$ cat src/oag_pkg.sv
// Package for the operand address generator: modes, register offsets and sizes
package oag_pkg;
    // ==========================================
    // Addressing modes
    typedef enum logic [2:0] {
        OAG_MODE_INH = 3'b000,
        OAG_MODE_REL = 3'b001,
        OAG_MODE_IX  = 3'b010,
        OAG_MODE_IX1 = 3'b011,
        OAG_MODE_IX2 = 3'b100,
        OAG_MODE_BSC = 3'b101,
        OAG_MODE_BTB = 3'b110
    } oag_mode_t;

    // ==========================================
    // Sequencer states
    typedef enum logic [1:0] {
        OAG_ST_IDLE = 2'b00,
        OAG_ST_OPS  = 2'b01,
        OAG_ST_DONE = 2'b10
    } oag_state_t;

    // ==========================================
    // Direction register offsets
    localparam logic [15:0] OAG_PORT_A_DIRECTION_OFS = 16'h0004;
    localparam logic [15:0] OAG_PORT_B_DIRECTION_OFS = 16'h0005;
    localparam logic [15:0] OAG_PORT_C_DIRECTION_OFS = 16'h0006;
    localparam logic [7:0]  OAG_DIRECTION_READ_VAL   = 8'hff;
    localparam logic [7:0]  OAG_DIRECTION_RST        = 8'h00;

    // ==========================================
    // Instruction lengths and branch offsets from the opcode address
    localparam logic [1:0]  OAG_LEN_ONE   = 2'h1;
    localparam logic [1:0]  OAG_LEN_TWO   = 2'h2;
    localparam logic [1:0]  OAG_LEN_THREE = 2'h3;
    localparam logic [15:0] OAG_REL_BASE  = 16'h0002;
    localparam logic [15:0] OAG_BTB_BASE  = 16'h0003;
    // Opcode fields: bit number [3:1], polarity/op in [0]
    localparam int          OAG_BITNUM_LSB = 1;
    localparam int          OAG_POL_BIT    = 0;
endpackage : oag_pkg

$ cat src/oag_core.sv
// Operand address generator with branch targets and direction registers
`timescale 1ns/100ps
`default_nettype none
module oag_core (
    // Clock and reset
    input  wire logic            clk_sys,
    input  wire logic            rstn,
    // Decoded instruction from the fetch logic
    input  wire logic            start,
    input  wire oag_pkg::oag_mode_t mode,
    input  wire logic [7:0]      opcode,
    input  wire logic [15:0]     opcode_addr,
    input  wire logic [7:0]      index_x,
    // Operand byte stream
    input  wire logic            op_valid,
    input  wire logic [7:0]      op_byte,
    // Tested memory byte for bit test
    input  wire logic [7:0]      test_byte,
    // Results
    output logic                 done,
    output logic [15:0]          eff_addr,
    output logic [1:0]           instr_len,
    output logic [15:0]          next_pc,
    output logic                 branch_taken,
    output logic                 carry_wr,
    output logic                 carry_val,
    output logic [2:0]           bit_num,
    output logic                 bit_set,
    // Memory-mapped direction registers
    input  wire logic            io_wr,
    input  wire logic            io_rd,
    input  wire logic [15:0]     io_addr,
    input  wire logic [7:0]      io_wdata,
    output logic [7:0]           io_rdata,
    output logic                 io_hit,
    output logic [7:0]           port_a_dir,
    output logic [7:0]           port_b_dir,
    output logic [7:0]           port_c_dir
);
    import oag_pkg::*;

    // ==========================================
    // Helpers
    function automatic logic [15:0] oag_rel(input logic [15:0] base, input logic [7:0] disp);
        oag_rel = base + {{8{disp[7]}}, disp};
    endfunction

    function automatic logic [1:0] oag_len(input oag_mode_t m);
        case (m)
            OAG_MODE_IX1, OAG_MODE_BSC, OAG_MODE_REL: oag_len = OAG_LEN_TWO;
            OAG_MODE_IX2, OAG_MODE_BTB:               oag_len = OAG_LEN_THREE;
            default:                                  oag_len = OAG_LEN_ONE;
        endcase
    endfunction

    // ==========================================
    // Operand collection
    oag_state_t  state_q, state_d;
    oag_mode_t   mode_q;
    logic [7:0]  opc_q, x_q, b1_q, b2_q;
    logic [15:0] pc0_q;
    logic [1:0]  need_q, cnt_q;

    wire logic [1:0] len_w   = oag_len(mode);
    wire logic [1:0] need_w  = len_w - 2'h1;
    wire logic       last_op = op_valid && (cnt_q + 2'h1 == need_q);

    always_comb begin
        state_d = state_q;
        case (state_q)
            OAG_ST_IDLE: if (start) state_d = (need_w == 2'h0) ? OAG_ST_DONE : OAG_ST_OPS;
            OAG_ST_OPS:  if (last_op) state_d = OAG_ST_DONE;
            OAG_ST_DONE: state_d = OAG_ST_IDLE;
            default:     state_d = OAG_ST_IDLE;
        endcase
    end

    always_ff @(posedge clk_sys or negedge rstn) begin
        if (!rstn) begin
            state_q <= OAG_ST_IDLE;
            mode_q  <= OAG_MODE_INH;
            opc_q   <= 8'h00;
            x_q     <= 8'h00;
            pc0_q   <= 16'h0000;
            need_q  <= 2'h0;
            cnt_q   <= 2'h0;
            b1_q    <= 8'h00;
            b2_q    <= 8'h00;
        end else begin
            state_q <= state_d;
            if (state_q == OAG_ST_IDLE && start) begin
                mode_q <= mode;
                opc_q  <= opcode;
                x_q    <= index_x;
                pc0_q  <= opcode_addr;
                need_q <= need_w;
                cnt_q  <= 2'h0;
            end else if (state_q == OAG_ST_OPS && op_valid) begin
                cnt_q <= cnt_q + 2'h1;
                if (cnt_q == 2'h0) b1_q <= op_byte;
                else               b2_q <= op_byte;
            end
        end
    end

    // ==========================================
    // Address and target computation
    wire logic [2:0]  bn_w      = opc_q[OAG_BITNUM_LSB +: 3];
    wire logic        pol_w     = opc_q[OAG_POL_BIT];
    wire logic        tbit_w    = test_byte[bn_w];
    // Bit test opcodes: low bit clear branches on set, set branches on clear
    wire logic        cond_w    = (tbit_w == ~pol_w);
    wire logic [15:0] ea_ix     = {8'h00, x_q};
    wire logic [15:0] ea_ix1    = {8'h00, x_q} + {8'h00, b1_q};
    wire logic [15:0] ea_ix2    = {8'h00, x_q} + {b1_q, b2_q};
    wire logic [15:0] ea_dir    = {8'h00, b1_q};
    wire logic [15:0] rel_tgt   = oag_rel(pc0_q + OAG_REL_BASE, b1_q);
    wire logic [15:0] btb_tgt   = oag_rel(pc0_q + OAG_BTB_BASE, b2_q);
    wire logic [15:0] seq_pc    = pc0_q + {14'h0000, oag_len(mode_q)};
    wire logic        is_btb    = (mode_q == OAG_MODE_BTB);

    logic [15:0] ea_sel;
    always_comb begin
        case (mode_q)
            OAG_MODE_IX:  ea_sel = ea_ix;
            OAG_MODE_IX1: ea_sel = ea_ix1;
            OAG_MODE_IX2: ea_sel = ea_ix2;
            OAG_MODE_BSC, OAG_MODE_BTB: ea_sel = ea_dir;
            default:      ea_sel = 16'h0000;
        endcase
    end

    // Outputs are registered one cycle after the last operand byte
    always_ff @(posedge clk_sys or negedge rstn) begin
        if (!rstn) begin
            done         <= 1'b0;
            eff_addr     <= 16'h0000;
            instr_len    <= 2'h0;
            next_pc      <= 16'h0000;
            branch_taken <= 1'b0;
            carry_wr     <= 1'b0;
            carry_val    <= 1'b0;
            bit_num      <= 3'h0;
            bit_set      <= 1'b0;
        end else begin
            done     <= (state_q == OAG_ST_DONE);
            carry_wr <= (state_q == OAG_ST_DONE) && is_btb;
            if (state_q == OAG_ST_DONE) begin
                eff_addr     <= ea_sel;
                instr_len    <= oag_len(mode_q);
                bit_num      <= bn_w;
                bit_set      <= ~pol_w;
                carry_val    <= is_btb ? tbit_w : carry_val;
                branch_taken <= is_btb ? cond_w : (mode_q == OAG_MODE_REL);
                if (is_btb && cond_w)              next_pc <= btb_tgt;
                else if (mode_q == OAG_MODE_REL)   next_pc <= rel_tgt;
                else                               next_pc <= seq_pc;
            end
        end
    end

    // ==========================================
    // Direction registers: write-only, reads return ones
    wire logic sel_a = (io_addr == OAG_PORT_A_DIRECTION_OFS);
    wire logic sel_b = (io_addr == OAG_PORT_B_DIRECTION_OFS);
    wire logic sel_c = (io_addr == OAG_PORT_C_DIRECTION_OFS);
    wire logic sel_any = sel_a || sel_b || sel_c;

    always_ff @(posedge clk_sys or negedge rstn) begin
        if (!rstn) begin
            port_a_dir <= OAG_DIRECTION_RST;
            port_b_dir <= OAG_DIRECTION_RST;
            port_c_dir <= OAG_DIRECTION_RST;
            io_rdata   <= 8'h00;
            io_hit     <= 1'b0;
        end else begin
            if (io_wr && sel_a) port_a_dir <= io_wdata;
            if (io_wr && sel_b) port_b_dir <= io_wdata;
            if (io_wr && sel_c) port_c_dir <= io_wdata;
            // A read-modify-write here would set every other bit, hence whole-byte stores
            io_hit   <= io_rd && sel_any;
            io_rdata <= (io_rd && sel_any) ? OAG_DIRECTION_READ_VAL : 8'h00;
        end
    end
endmodule // oag_core
`default_nettype wire

$ cat config.mk
export PLATFORM = sky130hd
export DESIGN_NAME = oag_core
export DESIGN_NICKNAME = d
export VERILOG_FILES = /design/src/oag_pkg.sv /design/src/oag_core.sv
export SDC_FILE = /design/constraint.sdc
export NUM_CORES = 1
export LEC_CHECK = 0
export BUFFER_PORTS_ARGS = -buffer_cell sky130_fd_sc_hd__buf_4
export CAP_MARGIN = 0
export CORE_UTILIZATION = 58
export CTS_BUF_LIST = sky130_fd_sc_hd__clkbuf_4
export CTS_CLUSTER_SIZE = 14
export DETAILED_ROUTE_END_ITERATION = 12
export PLACE_DENSITY = 0.94
export SLEW_MARGIN = 10
export SYNTH_ARGS = -nofsm -noshare
export SYNTH_HDL_FRONTEND = slang
export SYNTH_SLANG_ARGS = --single-unit
$ cat constraint.sdc
create_clock -name clk_sys -period 3.51 [get_ports clk_sys]
set_clock_uncertainty 0.05 [all_clocks]
set_input_delay 1.053 -clock clk_sys [delete_from_list [all_inputs] [get_ports clk_sys]]
set_output_delay 1.053 -clock clk_sys [all_outputs]
set_load 0.02 [all_outputs]
* Yosys cells after proc, flatten, opt, wreduce, memory -nomap -nowiden
Cells that the tools add are included.
** Operators by class
- Multipliers :: 0
- Bitwise operators :: 3
- Muxes and demuxes :: 15
- Reductions and logical operators :: 24
- Eq/ne operators :: 20
- Div/mod/pow operators :: 0
- Magnitude comparators :: 1
- Add/sub/neg operators :: 9
- Shift operators :: 0
** Operators by type and width (number)
- 16-bit one-hot mux with 4 select lines :: 1
- 16-bit by 3-bit equality test with 1-bit output (second input constant) :: 3
- 16-bit adder :: 2
- 16-bit by 2-bit adder with 16-bit output (second input constant) :: 2
- 16-bit two-way mux :: 2
- 3-bit equality test (second input constant) :: 6
- 16-bit by 2-bit adder with 16-bit output :: 1
- 8-bit by 16-bit adder with 16-bit output :: 1
- 2-bit one-hot mux with 2 select lines :: 3
- 2-bit two-way mux :: 5
- 8-bit by 8-bit adder with 9-bit output :: 1
- 3-bit by 2-bit equality test with 1-bit output (second input constant) :: 3
- 1-bit logical AND :: 9
- 8-bit two-way mux :: 1
- 3-bit by 1-bit equality test with 1-bit output (second input constant) :: 2
- 2-bit logical NOT :: 3
- 3-bit AND reduction :: 2
- 2-bit OR reduction :: 3
- 3-bit OR reduction :: 2
- 3-bit by 4-bit < comparator with 1-bit output (second input constant) :: 1
- 2-bit != test (second input constant) :: 2
- 2-bit AND reduction :: 2
- 1-bit binary-select mux with 3-bit select :: 1
- 1-bit NOT :: 3
- other kinds (9) :: 11
** Storage, ports and cells
- Bits of input ports :: 81
- Logic and storage cells :: 95
- Output and inout bits :: 75
- Memory bits (writable) :: 0
- Bits in registers :: 128
- Latch bits :: 0
- ROM bits :: 0
- Memories kept :: 0

* Logic depth before layout (Yosys ltp)
- Depth in word-level cells :: 8
- Gate-level depth with buffers :: 13
- Depth with buffers taken out :: 13

* Worst setup path before layout
OpenSTA, ideal clock, no wires.
- Path type :: reg-to-reg
- Start :: register b1_q[7]
- End :: register next_pc[14]
- Library setup time :: 66 ps
- Stages on the path, launching flop included :: 10
- Slack :: 694 ps
- Clock period less this slack :: 2816 ps
- Data arrival time :: 2700 ps
- Path buffers :: 0
- Required time :: 3394 ps
- Cells stage by stage :: dfrtp_1 -> ha_1 -> ha_1 -> and4_1 -> and3b_1 -> a2111o_1 -> o21ai_0 -> nor2_1 -> a2111oi_0 -> a221o_1
** On the way
- Cells in the longest elaborated chain, start to end :: 3
** RTL lines
- start: declaration :: line oag_core.sv:60 : logic [7:0] opc_q, x_q, b1_q, b2_q;
- start signal: assignment :: line oag_core.sv:100 : if (cnt_q == 2'h0) b1_q <= op_byte;
- 16-bit adder :: line oag_core.sv:45 : oag_rel = base + {{8{disp[7]}}, disp};
- 16-bit two-way mux :: line oag_core.sv:156 : else if (mode_q == OAG_MODE_REL) next_pc <= rel_tgt;
- 16-bit two-way mux :: line oag_core.sv:155 : if (is_btb && cond_w) next_pc <= btb_tgt;
- end signal: assignment :: line oag_core.sv:155
- end signal: assignment :: line oag_core.sv:156
- end signal: assignment :: line oag_core.sv:157 : else next_pc <= seq_pc;
- end: declaration :: line oag_core.sv:23 : output logic [15:0] next_pc,
No other way between the ends.
A chain may end at the register's enable or synchronous reset.

* Worst setup path after layout
- Start :: register pc0_q[1]
- End :: register next_pc[10]
** On the way
- Cells in the longest elaborated chain, start to end :: 4
- Elaborated cells between the ends (all ways) :: 7
- Those cells by class :: 5 x add/sub; 2 x mux
** RTL lines
- start: declaration :: line oag_core.sv:61 : logic [15:0] pc0_q;
- start signal: assignment :: line oag_core.sv:95 : pc0_q <= opcode_addr;
- 16-bit by 2-bit adder with 16-bit output :: line oag_core.sv:117 : wire logic [15:0] rel_tgt = oag_rel(pc0_q + OAG_REL_BASE, b1_q);
- 16-bit adder :: line oag_core.sv:45
- 16-bit two-way mux :: line oag_core.sv:156
- 16-bit two-way mux * :: line oag_core.sv:155
Every way passes the cells marked *; elsewhere a longest branch is shown, timed or not.

==> impl_metrics.env <==
export IMPL_outcome="finished clean"
export IMPL_cp_data_arrival_time_ps=3680
export IMPL_ys_seq_area_frac=0.372
export IMPL_finalWirelength_um=22000
export IMPL_cts_hold_buf=0
export IMPL_setup_slack_ps=215
export IMPL_maxSlewViolCount=0
export IMPL_wl_per_cell_um=18.1
export IMPL_synth_area_um2=8070
export IMPL_min_period_ps=3300
export IMPL_synth_cells=871
export IMPL_start_kind="flop"
export IMPL_die_y_um=120
export IMPL_die_w_um=120
export IMPL_power_uw=10100
export IMPL_dr_pass1_iters=8
export IMPL_initial_core_util=0.602
export IMPL_area_growth_pct=20.4
export IMPL_synthArstFlopShare=1.00
export IMPL_placementRows=42
export IMPL_setup_viol=0
export IMPL_finalSetupTns_ps=0
export IMPL_synth_seq_cells=120
export IMPL_cts_tree="built"
export IMPL_post_route_drc_count=0
export IMPL_grt_max_degree=58
export IMPL_insertion_delay_ps=560
export IMPL_drt_iter0_drc=656
export IMPL_p_leak_uw=0.00489
export IMPL_fin_crit_sh=0.939
export IMPL_numClockSinks=120
export IMPL_dieArea_um2=14400
export IMPL_avgSynthCellArea_um2=9.27
export IMPL_critPathMaxStageDelay_ps=630
export IMPL_antenna_found_initial=0
export IMPL_hold_violations=0
export IMPL_io_pins=156
export IMPL_p_per_area_nw_per_um2=1040
export IMPL_cts_buffer_depth=2
export IMPL_worst_pin_slew_ps=1090
export IMPL_numCtsBuffers=17
export IMPL_slowest_stage="a2111oi_0"
export IMPL_path_max_fanout=3
export IMPL_grt_pass1_wl_um=35500
export IMPL_gp_congestion=0.986
export IMPL_drive_above_1_share=0.246
export IMPL_synth_edff_count=0
export IMPL_dp_hpwl_um=16500
export IMPL_max_slew_margin=0.270
export IMPL_cts_clk_slew_worst_paths_ps=110
export IMPL_core_um2=13400
export IMPL_whs_ps=447
export IMPL_routed_via_density=6.09
export IMPL_ys_types=70
export IMPL_cts_setup_buffers=0
export IMPL_track_usage=0.318
export IMPL_crit_type="reg2reg"
export IMPL_cts_root_buffer="clkbuf_4"
export IMPL_min_path_type="reg2reg"
export IMPL_grt_ovfl_total=0
export IMPL_cts_resized=0
export IMPL_peakVddDrop_uv=638
export IMPL_nets=1189
export IMPL_ant_nets=0
export IMPL_r2r_slack_ps=210
export IMPL_vias=7388
export IMPL_crit_path_end_kind="flop"
export IMPL_first_global_vias=7344
export IMPL_rsz0062_at_grt="false"
export IMPL_portBuffers=151
export IMPL_maxCapViolations=0
export IMPL_max_freq_mhz=303
export IMPL_cp_data_required_time_ps=3890
export IMPL_n_antenna_cell=0
export IMPL_ys_flop_type="dfrtp_1"
export IMPL_htree_levels=4
export IMPL_ys_warn_count=0
export IMPL_synth_nets=1034
export IMPL_dp_slack_ps=253
export IMPL_cp_cell_sequence="inv_1, ha_1, inv_1, ha_1, a211oi_1, o21bai_1, a2111oi_0, o31ai_1, xor2_1, a211oi_1, o21ai_0"
## worst max-delay path, delay by kind of cell (launching register included)
family	cells	cell delay, ps
compound gates	6	1810
xor+xnor	1	180
fa+ha+maj	2	500
buf+inv	2	190
flops	1	430
## flip-flops by register name, indices dropped and copies added, names as in the netlist
| signal | flops |
|---|---|
| branch_taken | 1 |
| port_b_dir | 8 |
| b1_q | 8 |
| mode_q | 3 |
| done | 1 |
| x_q | 8 |
| port_c_dir | 8 |
| b2_q | 8 |
| carry_wr | 1 |
| pc0_q | 16 |
| bit_num | 3 |
| io_rdata | 1 |
| next_pc | 16 |
| eff_addr | 16 |
| need_q | 2 |
| bit_set | 1 |
| port_a_dir | 8 |
| carry_val | 1 |
| state_q | 2 |
| cnt_q | 2 |
| opc_q | 4 |
| instr_len | 2 |
## cells in the mapped netlist (3+ instances only)
library cell	count	area [um^2]
a2111oi_0	3	26.3
o22ai_1	4	25.0
a21boi_0	3	22.5
a32o_1	4	40.0
clkbuf_1	22	82.6
o211ai_1	4	30.0
a21o_1	13	97.6
o21ai_0	50	250
nand2b_1	4	25.0
nand2_1	160	601
nand3b_1	3	22.5
mux2_2	43	484
nor4_1	4	25.0
nand3_1	16	80.1
a221o_1	4	40.0
mux2i_1	5	50.1
a21oi_1	41	205
nor3_1	16	80.1
o221ai_1	3	26.3
a211oi_1	9	67.6
o21a_1	6	45.0
nor2_1	43	161
xnor2_1	32	280
nor2b_1	11	68.8
fa_1	5	100
nand4_1	6	37.5
and2_1	7	43.8
inv_1	32	120
and4_1	3	26.3
a31oi_1	18	113
ha_1	77	963
xor2_1	19	166
a22o_1	5	43.8
buf_4	8	60.1
dfrtp_1	120	3000
o21bai_1	4	30.0
or3_1	5	31.3
buf_1	5	18.8
and3_1	9	56.3
o31ai_1	7	52.6
## per-layer routing
| metal | wire [um] | global-route usage | vias to the layer above |
|---|---|---|---|
| li1 | - | - | 3431 |
| met1 | 8950 | 0.405 | 3447 |
| met2 | 10200 | 0.514 | 429 |
| met3 | 1980 | 0.0594 | 81 |
| met4 | 846 | 0.166 | 0 |
| met5 | 0 | 0 | - |
## placed cells by master, fill, tap and decap left out, drive strengths merged, types with 4 or more instances in the layout
cell / n
buf: 175
nand2: 160
dfrtp: 120
ha: 77
o21ai: 52
nor2: 43
mux2: 43
a21oi: 42
inv: 35
xnor2: 32
xor2: 19
a31oi: 18
clkbuf: 18
nand3: 17
nor3: 17
a21o: 13
nor2b: 11
and3: 9
a211oi: 9
clkinv: 8
and2: 7
o31ai: 7
o21a: 6
nand4: 6
mux2i: 6
a22o: 5
or3: 5
fa: 5
nor4: 4
nand2b: 4
o21bai: 4
a32o: 4
a221o: 4
o211ai: 4
o22ai: 4
## per-stage QoR
stage / instance area (um^2) / util / instances
after global placement: 9430 / 0.704 / 1183
final: 9710 / 0.725 / 1214
after global routing: 9710 / 0.725 / 1214
after detailed placement: 9430 / 0.704 / 1183
after floorplan: 8070 / - / 871
after CTS: 9710 / 0.725 / 1214
## cell families after synthesis
kind of cell	count (synthesis)	synth area share
multiplexers	51	0.0744
XOR/XNOR	51	0.0553
AO/OA/AOI/OAI	197	0.158
AND/OR/NAND/NOR	298	0.168
buffers and inverters	72	0.0401
adder cells (fa/ha/maj)	82	0.132
flip-flops	120	0.372
## worst paths after layout
path                                        start                       to  depth (start not counted)
setup reg to reg             pc0_q[1]$_DFFE_PN0P_  next_pc[10]$_DFFE_PN0P_                         11
min in group asynchronous                    rstn   bit_num[2]$_DFFE_PN0P_                          1
hold reg to reg            next_pc[2]$_DFFE_PN0P_   next_pc[2]$_DFFE_PN0P_                          2
max in group asynchronous                    rstn      b2_q[4]$_DFFE_PN0P_                          2
hold / removal             next_pc[2]$_DFFE_PN0P_   next_pc[2]$_DFFE_PN0P_                          2
setup / recovery             pc0_q[1]$_DFFE_PN0P_  next_pc[10]$_DFFE_PN0P_                         11
## power by group
part | internal, uW | leakage, uW | switching [uW]
Combinational | 2860 | 0.00321 | 3780
Sequential | 1870 | 0.00153 | 571
Clock | 436 | 0.000152 | 569
Total | 5160 | 0.00489 | 4920
## final cells by class
cell class	count	area [um^2]
sequential	120	3000
inverter	33	124
clock inverter	13	149
clock buffer	18	135
fill	925	3690
multi-input combinational	679	4740
tap	176	220
timing repair buffer	175	1340
No activity file was read; power rests on OpenSTA's default activity.
